===== src/shared/cfg_header_pkg.sv =====
/*
  Constants and carrier types for the configuration header slice of the
  serial bus host controller function. Assumes the configuration access
  port of the top module presents byte addresses with dword alignment.
*/
package cfg_header_pkg;

  localparam logic [7:0]  CLASS_OFFSET     = 8'h08;
  localparam logic [7:0]  TENURE_OFFSET    = 8'h0c;
  localparam logic [7:0]  WINDOW_OFFSET    = 8'h10;

  localparam logic [7:0]  CATEGORY_VALUE   = 8'h0c;
  localparam logic [7:0]  SUBCLASS_VALUE   = 8'h00;
  localparam logic [7:0]  PROG_MODEL_VALUE = 8'h10;
  localparam logic [7:0]  SELF_CHECK_VALUE = 8'h00;
  localparam logic [7:0]  LAYOUT_VALUE     = 8'h00;
  localparam logic [6:0]  WINDOW_SIZE_VAL  = 7'h00;
  localparam logic        PREFETCH_VAL     = 1'b0;
  localparam logic [1:0]  DECODE_KIND_VAL  = 2'h0;
  localparam logic        SPACE_IND_VAL    = 1'b0;
  localparam logic [1:0]  DEVSEL_TIMING    = 2'h1;

  localparam logic [7:0]  TENURE_RESET     = 8'h00;
  localparam logic [7:0]  LINE_RESET       = 8'h00;
  localparam logic [20:0] BASE_PTR_RESET   = 21'h000000;
  localparam int          BASE_PTR_LSB     = 11;

  typedef struct packed {
    logic        valid;
    logic        write;
    logic [7:0]  addr;
    logic [3:0]  byte_en;
    logic [31:0] wdata;
  } cfg_req_s;

  typedef struct packed {
    logic        ack;
    logic [31:0] rdata;
  } cfg_rsp_s;

endpackage : cfg_header_pkg


===== src/design/cfg_header_regs.sv =====
/*
  Configuration header registers and bus tenure limit timer of the serial
  bus host controller function. Assumes the configuration access port and
  the initiator frame signal come from logic on clk_i, while the grant pin
  arrives from the bus asynchronously.
*/
`timescale 1ns/1ps
`default_nettype none

// Operation
// - The class register top byte is fixed to the serial bus controller category.
// - The class register second byte is fixed to the serial bus subclass.
// - The class register third byte is fixed to the host controller programming model.
// - The class register low byte returns a fixed silicon version code.
// - The writable tenure limit byte resets to zero and counts clocks from initiator frame start.
// - After the tenure limit expires the running transaction ends once the grant is withdrawn.
// - The writable line length byte resets to zero and is handed to the burst transfer logic.
// - The self check byte is read-only and returns zero.
// - The layout byte is read-only zero, so its bit 7 marks a single-function device.
// - Writing all ones to the window base reads back as a 2K-byte window request.
// - Window base bits 31 to 11 are writable and reset to zero.
// - Window base bits 10 to 4 read as zero, giving a 2K-byte size.
// - Window base bit 3 reads zero, marking the window nonprefetchable.
// - Window base bits 2 to 1 read zero, marking a 32-bit decoder.
// - Window base bit 0 reads zero, marking memory space.
// - Device select timing is the fixed medium code.
module cfg_header_regs
  import cfg_header_pkg::*;
#(
  parameter logic [7:0] SILICON_VERSION = 8'h5a  // Arbitrary value.
) (
  input  wire logic        clk_i,
  input  wire logic        rst_n_i,
  input  wire cfg_req_s    cfg_i,
  output var  cfg_rsp_s    cfg_o,
  input  wire logic        frame_active_i,
  input  wire logic        gnt_n_i,
  output logic             end_transfer_o,
  output logic             tenure_expired_o,
  output logic [7:0]       line_length_setting_o,
  output logic [31:0]      window_base_pointer_o,
  output logic [1:0]       devsel_timing_o
);

  // The block keeps three kinds of state. The stored configuration bytes
  // are the tenure limit, the line length setting and the window base;
  // only host writes change them. The tenure timer counts clocks while
  // the controller is initiator and raises the stop request once the
  // limit is used up and the grant has been taken away. The access port
  // answers every request, mapped or not, with a one-clock acknowledge.
  // Nothing here depends on the order of accesses, so the host may issue
  // a request on every clock.

  // Limitation: the stop request reaches the frame logic three clocks
  // after the grant pin moves, two for the synchroniser and one for the
  // output register, so the bus arbiter must tolerate that latency.

  // Limitation: the tenure counter is eight bits wide and stops once the
  // limit is met, so it cannot wrap and report a second expiry in one
  // frame. A new frame start is the only thing that clears the expiry.
  // The trade is a slightly wider compare against a simpler reload path.

  // Every register of the block lives in this one struct, so the reset
  // value and the next-state copy cannot drift apart field by field.
  typedef struct packed {
    logic [7:0]  tenure;
    logic [7:0]  line;
    logic [20:0] base_ptr;
    logic [7:0]  count;
    logic        expired;
    logic        frame_prev;
    logic [1:0]  gnt_sync;
    logic        stop;
    logic        ack;
    logic [31:0] rdata;
  } state_s;

  state_s state_ff;
  state_s nxt_state;

  // Byte lane merge for writes that carry byte enables. A lane without
  // its enable keeps the old byte, so partial writes never disturb the
  // neighbouring field.
  function automatic logic [7:0] merge_byte(input logic [7:0] old_v,
                                            input logic [7:0] new_v,
                                            input logic       en);
    merge_byte = en ? new_v : old_v;
  endfunction : merge_byte

  // Dword match. The two low address bits never select a register, so a
  // byte address anywhere inside the dword hits the same word.
  function automatic logic word_hit(input logic [7:0] addr,
                                    input logic [7:0] offset);
    word_hit = (addr[7:2] == offset[7:2]);
  endfunction : word_hit

  // Read word select. Unmapped dwords read as zero so a probing host
  // sees an empty slot rather than a stale value.
  function automatic logic [31:0] read_select(input logic        h_class,
                                              input logic        h_tenure,
                                              input logic        h_window,
                                              input logic [31:0] class_w,
                                              input logic [31:0] tenure_w,
                                              input logic [31:0] window_w);
    read_select = 32'h00000000;
    if (h_class) begin
      read_select = class_w;
    end
    if (h_tenure) begin
      read_select = tenure_w;
    end
    if (h_window) begin
      read_select = window_w;
    end
  endfunction : read_select

  // Named fields of the three words.
  logic [7:0]  function_category_byte;
  logic [7:0]  subclass_byte;
  logic [7:0]  programming_model_byte;
  logic [7:0]  silicon_version_byte;
  logic [7:0]  self_check_field;
  logic [7:0]  layout_byte;
  logic [20:0] window_base_pointer;
  logic [6:0]  window_size_field;
  logic        prefetch_flag;
  logic [1:0]  decode_width_kind;
  logic        space_indicator;

  // Assembled words and the write merge.
  logic [31:0] class_word;
  logic [31:0] tenure_word;
  logic [31:0] window_word;
  logic [31:0] base_merged;

  // Access decode.
  logic        rd_req;
  logic        wr_req;
  logic        hit_class;
  logic        hit_tenure;
  logic        hit_window;
  logic [31:0] rd_word;

  // Next values of the stored bytes and of the timer terms.
  logic [7:0]  nxt_line;
  logic [7:0]  nxt_tenure;
  logic [20:0] nxt_base_ptr;
  logic        frame_start;
  logic        frame_running;
  logic [7:0]  count_inc;
  logic        limit_met;
  logic        limit_zero;
  logic        grant_gone;
  logic        nxt_stop;

  // Fixed fields are wired from constants and have no storage, so there
  // is nothing that a write to them could disturb.
  always_comb begin
    function_category_byte = CATEGORY_VALUE;
    subclass_byte          = SUBCLASS_VALUE;
    programming_model_byte = PROG_MODEL_VALUE;
    silicon_version_byte   = SILICON_VERSION;
    self_check_field       = SELF_CHECK_VALUE;
    layout_byte            = LAYOUT_VALUE;
    window_base_pointer    = state_ff.base_ptr;
    window_size_field      = WINDOW_SIZE_VAL;
    prefetch_flag          = PREFETCH_VAL;
    decode_width_kind      = DECODE_KIND_VAL;
    space_indicator        = SPACE_IND_VAL;
  end

  // Word assembly. The stored bytes of the tenure word sit in its two
  // low lanes, next to the fixed layout and self check bytes.
  always_comb begin
    class_word  = {function_category_byte, subclass_byte,
                   programming_model_byte, silicon_version_byte};
    tenure_word = {self_check_field, layout_byte, state_ff.tenure, state_ff.line};
    // Low bits are constants, so an all-ones write reads back as the size mask.
    window_word = {window_base_pointer, window_size_field, prefetch_flag,
                   decode_width_kind, space_indicator};
  end

  // Access decode, shared by the read path and the write path so the two
  // can never disagree about which word an address selects.
  always_comb begin
    rd_req     = cfg_i.valid & ~cfg_i.write;
    wr_req     = cfg_i.valid & cfg_i.write;
    hit_class  = word_hit(cfg_i.addr, CLASS_OFFSET);
    hit_tenure = word_hit(cfg_i.addr, TENURE_OFFSET);
    hit_window = word_hit(cfg_i.addr, WINDOW_OFFSET);
    rd_word    = read_select(hit_class, hit_tenure, hit_window,
                             class_word, tenure_word, window_word);
  end

  // Write path. Only the writable bytes are stored; a write that names a
  // fixed byte finds nothing to change, and the window low byte is taken
  // from the constant word so it can never pick up write data.
  always_comb begin
    base_merged  = {merge_byte(window_word[31:24], cfg_i.wdata[31:24], cfg_i.byte_en[3]),
                    merge_byte(window_word[23:16], cfg_i.wdata[23:16], cfg_i.byte_en[2]),
                    merge_byte(window_word[15:8], cfg_i.wdata[15:8], cfg_i.byte_en[1]),
                    window_word[7:0]};
    nxt_line     = state_ff.line;
    nxt_tenure   = state_ff.tenure;
    nxt_base_ptr = state_ff.base_ptr;
    if (wr_req && hit_tenure) begin
      nxt_line   = merge_byte(state_ff.line, cfg_i.wdata[7:0],
                              cfg_i.byte_en[0]);
      nxt_tenure = merge_byte(state_ff.tenure, cfg_i.wdata[15:8],
                              cfg_i.byte_en[1]);
    end
    if (wr_req && hit_window) begin
      nxt_base_ptr = base_merged[31:BASE_PTR_LSB];
    end
  end

  // Tenure timer terms. A limit of zero counts as met at the frame start,
  // so a host that never programs the timer cannot hold the bus longer
  // than the arbiter allows.
  always_comb begin
    frame_start   = frame_active_i & ~state_ff.frame_prev;
    frame_running = frame_active_i & ~frame_start;
    // The compare stays within eight bits because the counter stops at the limit.
    count_inc     = state_ff.count + 8'h01;
    limit_met     = (count_inc >= state_ff.tenure);
    limit_zero    = (state_ff.tenure == 8'h00);
  end

  // Grant is sampled through two flops, so grant_gone lags the pin by two
  // cycles and the registered stop by three; only the second flop is read here.
  always_comb begin
    grant_gone = state_ff.gnt_sync[1];
    nxt_stop   = frame_running & state_ff.expired & grant_gone;
  end

  // One process fills the whole next-state copy from the terms above.
  always_comb begin
    nxt_state            = state_ff;

    // Synchroniser shift and frame edge history.
    nxt_state.gnt_sync   = {state_ff.gnt_sync[0], gnt_n_i};
    nxt_state.frame_prev = frame_active_i;

    // Every access is acknowledged one clock later, mapped or not.
    nxt_state.ack        = cfg_i.valid;

    // Stored bytes and the stop request.
    nxt_state.line       = nxt_line;
    nxt_state.tenure     = nxt_tenure;
    nxt_state.base_ptr   = nxt_base_ptr;
    nxt_state.stop       = nxt_stop;

    // Read data is captured with the acknowledge and held until the next read.
    if (rd_req) begin
      nxt_state.rdata = rd_word;
    end

    // Counter restarts at frame start and saturates once the limit is met.
    if (frame_start) begin
      nxt_state.count   = 8'h00;
      nxt_state.expired = limit_zero;
    end else if (frame_active_i && !state_ff.expired) begin
      nxt_state.count   = count_inc;
      nxt_state.expired = limit_met;
    end
  end

  // Reset loads constants only. The grant copies start deasserted, so
  // grant_gone reads as a withdrawn grant until the real pin level is shifted in.
  always_ff @(posedge clk_i or negedge rst_n_i) begin
    if (!rst_n_i) begin
      state_ff.tenure     <= TENURE_RESET;
      state_ff.line       <= LINE_RESET;
      state_ff.base_ptr   <= BASE_PTR_RESET;
      state_ff.count      <= 8'h00;
      state_ff.expired    <= 1'b0;
      state_ff.frame_prev <= 1'b0;
      state_ff.gnt_sync   <= 2'h3;
      state_ff.stop       <= 1'b0;
      state_ff.ack        <= 1'b0;
      state_ff.rdata      <= 32'h00000000;
    end else begin
      state_ff <= nxt_state;
    end
  end

  // Data outputs come from flops, with window base bits 10 to 0 tied to constants; the timing code is a
  // constant because the device select speed cannot be changed.
  assign cfg_o.ack             = state_ff.ack;
  assign cfg_o.rdata           = state_ff.rdata;
  assign end_transfer_o        = state_ff.stop;
  assign tenure_expired_o      = state_ff.expired;
  assign line_length_setting_o = state_ff.line;
  assign window_base_pointer_o = window_word;
  assign devsel_timing_o       = DEVSEL_TIMING;

endmodule : cfg_header_regs

`default_nettype wire


===== config.mk =====
export PLATFORM = sky130hd
export DESIGN_NAME = cfg_header_regs
export DESIGN_NICKNAME = d
export VERILOG_FILES = /design/src/shared/cfg_header_pkg.sv /design/src/design/cfg_header_regs.sv
export SDC_FILE = /design/constraint.sdc
export NUM_CORES = 1
export LEC_CHECK = 0
export ABC_AREA = 1
export ABC_CLOCK_PERIOD_IN_PS = 3230
export BUFFER_PORTS_ARGS = -buffer_cell sky130_fd_sc_hd__buf_2
export CORE_MARGIN = 3
export CORE_UTILIZATION = 39
export DETAILED_ROUTE_END_ITERATION = 10
export GPL_TIMING_DRIVEN = 0
export PLACE_DENSITY_LB_ADDON = 0.08
export REMOVE_ABC_BUFFERS = 1
export SETUP_SLACK_MARGIN = 0.1
export SYNTH_ARGS = -nofsm -noshare
export SYNTH_HDL_FRONTEND = slang
export SYNTH_SLANG_ARGS = --single-unit

===== constraint.sdc =====
create_clock -name clk_i -period 3.23 [get_ports clk_i]
set_input_delay 0.646 -clock clk_i [delete_from_list [all_inputs] [get_ports clk_i]]
set_output_delay 0.646 -clock clk_i [all_outputs]
set_load 0.01 [all_outputs]

==> qor.yml <==
critical_path:
  worst-endpoint-arrival_ps: 2470
  cpMostUsedCell: "sky130_fd_sc_hd__inv_1"
  worstSetupPathType: "in -> reg"
  worst_path_largest_cell_delay_ps: 610
  critical_path.endpoint_type: "flop"
  crit_chain: "buf_2 -> inv_1 -> nor2_4 -> inv_1 -> nor2_1 -> a21oi_1 -> o21ai_0"
  worst_r2r_setup_slack_ps: 1200
  worst_setup_path_start_kind: "input pin"
  worst-path-max-fanout: 33
  cpMaxStageDelayCell: "sky130_fd_sc_hd__inv_1"
  worst_r2r_path_depth: 14
  required_ps: 3480
timing:
  max_freq_ghz: 0.4506
  hold_viol_final: 0
  setup_ws_ps: 1011
  clock_skew_ps: 8.712
  grt_setup_unrepaired: "no"
  period_share: 0.6871
  final_critical_delay_including_setup_and_external_delays_ps: 2219
  setup_total_negative_slack_ps: 0
  setup_viol_count_final: 0
  slew_headroom: 0.2306
  maxSlewViolCount: 0
  tightestPinTransition_ps: 1153
cells_and_area:
  finish.net_count: 579
  final-seq-area_mm2: 0.002079
  fillerInstances: 1083
  syn_to_final_growth_pct: 7.850
  n_antenna_cell: 0
  design_area_mm2: 0.004556
  drive_gt1_frac: 0.2729
  area_of_the_multi_input_gates_mm2: 0.001371
synth:
  async_flop_share: 1.000
  synth_area_per_cell_um2: 8.949
  most_common_flop_cell_mapped_by_yosys: "sky130_fd_sc_hd__dfrtp_1"
  synthesis_warning_total: 0
  synth_xor_xnor_area_share: 0.01244
  yosysSeqAreaShare: 0.4923
  synth-seq-cells: 83
  synth_top_family_by_area: "buffers and inverters"
  synthAdderAreaFrac: 0.02666
  yosys.area_share.simple: 0.1810
  post_synthesis_instance_area_mm2: 0.004224
  post_synth_num_cell_types: 29
  synth_compound_gate_area_share: 0.09301
  synthMuxAreaShare: 0
  synth-edff-count: 0
  postSynthCellCount: 472
routing:
  postRouteWirelength_um: 9100
  dr_total_vias: 2965
  antenna_left: 0
  detail_route.first_pass.iterations: 4
  vias_per_cell: 4.492
  drt-initial-drc-count: 104
  drc: 0
  wl_per_cell_um: 13.79
floorplanning:
  num_rows: 37
  io-pin-count: 127
  chipHeight_um: 110.1
  fp.dieW_um: 110.1
  dieArea_mm2: 0.01212
  core_mm2: 0.01042
  floorplan.initialDensity: 0.4055
cts:
  cts_root_buffer: "sky130_fd_sc_hd__clkbuf_8"
  clock_sink_count: 83
  clock_latency_ps: 340
  clk_pin_slew_worst_paths_ps: 80
  cts_inserted_buffers: 9
  cts_tree: "built"
  cts_buffer_depth: 2
  cts_resized: 0
  postCtsHoldBufs: 0
  postCtsSetupBuffers: 0
  h-tree-depth: 3
global_routing:
  grt_antenna_before_repair: 0
  overflow: 0
  maximum_number_of_pins_on_one_net_before_global_route_repair: 54
  grt_pass1_vias: 2959
  globalRouteTotalUtil: 0.1604
  first_pass_grt_wire_length_um: 14910
power:
  leakage_nw: 2.559
  ir_worst_vdd_mv: 0.2969
  power.density_cell_area_mw_per_mm2: 451.3
placed_design:
  detailedPlacementHpwl_um: 6674
  port_buffers: 111
  dp_worst_setup_slack_ps: 580.6
  placed_area_mm2: 0.004387
  gp_congestion: 0.7635
run:
  timing.max_cap.violations: 0
outcome:
  status: "finished, final reports clean"
hold_path:
  path_type_of_the_worst_min_delay_path: "in -> async"
## through the flow
step | utilization | std cells | total power, mW | hold slack [ps]
floorplan | - | 397 | 1.282 | 345.2
global placement | 0.4183 | 644 | 1.406 | 347.7
detailed placement | 0.4211 | 645 | 1.414 | 350.9
CTS | 0.4374 | 660 | 2.088 | 245.3
global route | 0.4374 | 660 | 2.170 | 251.5
finish | 0.4374 | 660 | 2.056 | 242.5
## final timing paths
path                                     from                to
min in group clk_i              nxt_state[35]        grant_gone
worst max register to register   state_ff[38]  tenure_expired_o
max in group asynchronous             rst_n_i     nxt_state[35]
worst min-delay path                  rst_n_i         cfg_o[18]
worst min register to register  nxt_state[35]        grant_gone
worst max-delay path                cfg_i[45]          cfg_o[6]
## where the power goes
group	leakage, nW	internal (mW)	switching, mW	total [mW]
combinational	1.40	0.0991	0.166	0.265
clock	0.0774	0.295	0.371	0.667
sequential	1.08	1.09	0.0376	1.12
total	2.56	1.48	0.575	2.06
## state kept, by name (all words and copies together), names as in the netlist
register               count
end_transfer_o             1
line_length_setting_o      8
cfg_o                     33
nxt_state                  1
window_base_pointer       21
grant_gone                 1
tenure_expired_o           1
state_ff                  17
## cell families (layout without fill, tap and decap cells)
| family | after synthesis | in the layout |
|---|---|---|
| AO/OA/AOI/OAI | 69 | 69 |
| other | 2 | 13 |
| flip-flops | 83 | 83 |
| adder cells (fa/ha/maj) | 9 | 9 |
| AND/OR/NAND/NOR | 169 | 169 |
| XOR/XNOR | 6 | 6 |
| buffers and inverters | 134 | 175 |
## metal layers
layer / share of wire / routed length (um) / GRT usage
met1: 0.46 / 4188 / 0.2126
met2: 0.44 / 3997 / 0.2478
met3: 0.087 / 788 / 0.05708
met4: 0.014 / 125 / 0.04630
met5: 0 / 0 / 0
## final cells by class
class / count / share of cell area
inverters: 48 / 0.03955
flip-flops and latches: 83 / 0.4565
well taps: 136 / 0.03735
multi-input cells: 266 / 0.3010
clock buffers: 11 / 0.03104
clock inverters: 4 / 0.006042
repair buffers: 112 / 0.1285
## worst max-delay path: cells and delay by family
family / cells / cell delay, ps
AND/OR/NAND/NOR: 2 / 860
AO/OA/AOI/OAI: 2 / 180
buffers and inverters: 3 / 770
## synth_stat cells, types with 2 or more instances
library cell | n | share of area
sky130_fd_sc_hd__dfrtp_1 | 81 | 0.48
sky130_fd_sc_hd__buf_6 | 4 | 0.011
sky130_fd_sc_hd__nor2_1 | 21 | 0.019
sky130_fd_sc_hd__nor2_4 | 4 | 0.011
sky130_fd_sc_hd__inv_1 | 48 | 0.043
sky130_fd_sc_hd__xor2_1 | 6 | 0.012
sky130_fd_sc_hd__buf_4 | 75 | 0.13
sky130_fd_sc_hd__ha_1 | 9 | 0.027
sky130_fd_sc_hd__a22o_1 | 7 | 0.015
sky130_fd_sc_hd__o21ai_0 | 23 | 0.027
sky130_fd_sc_hd__nand2_2 | 5 | 0.0074
sky130_fd_sc_hd__o21ai_1 | 10 | 0.012
sky130_fd_sc_hd__clkbuf_1 | 6 | 0.0053
sky130_fd_sc_hd__a21oi_1 | 19 | 0.023
sky130_fd_sc_hd__nor4_1 | 2 | 0.0030
sky130_fd_sc_hd__dfstp_2 | 2 | 0.012
sky130_fd_sc_hd__nand3_1 | 27 | 0.032
sky130_fd_sc_hd__o22ai_1 | 4 | 0.0059
sky130_fd_sc_hd__nand2_1 | 103 | 0.092
sky130_fd_sc_hd__o211ai_1 | 4 | 0.0071
sky130_fd_sc_hd__conb_1 | 2 | 0.0018
sky130_fd_sc_hd__nand2_4 | 3 | 0.0080
## cell usage in the layout, fill, tap and decap left out, drive strengths merged, types with 6 or more instances in the layout
master,n
buf,112
nand2,111
dfrtp,81
inv,48
o21ai,33
nand3,27
nor2,26
a21oi,20
conb,13
clkbuf,11
ha,9
a22o,7
xor2,6
Power figures use the tool's default switching activity.
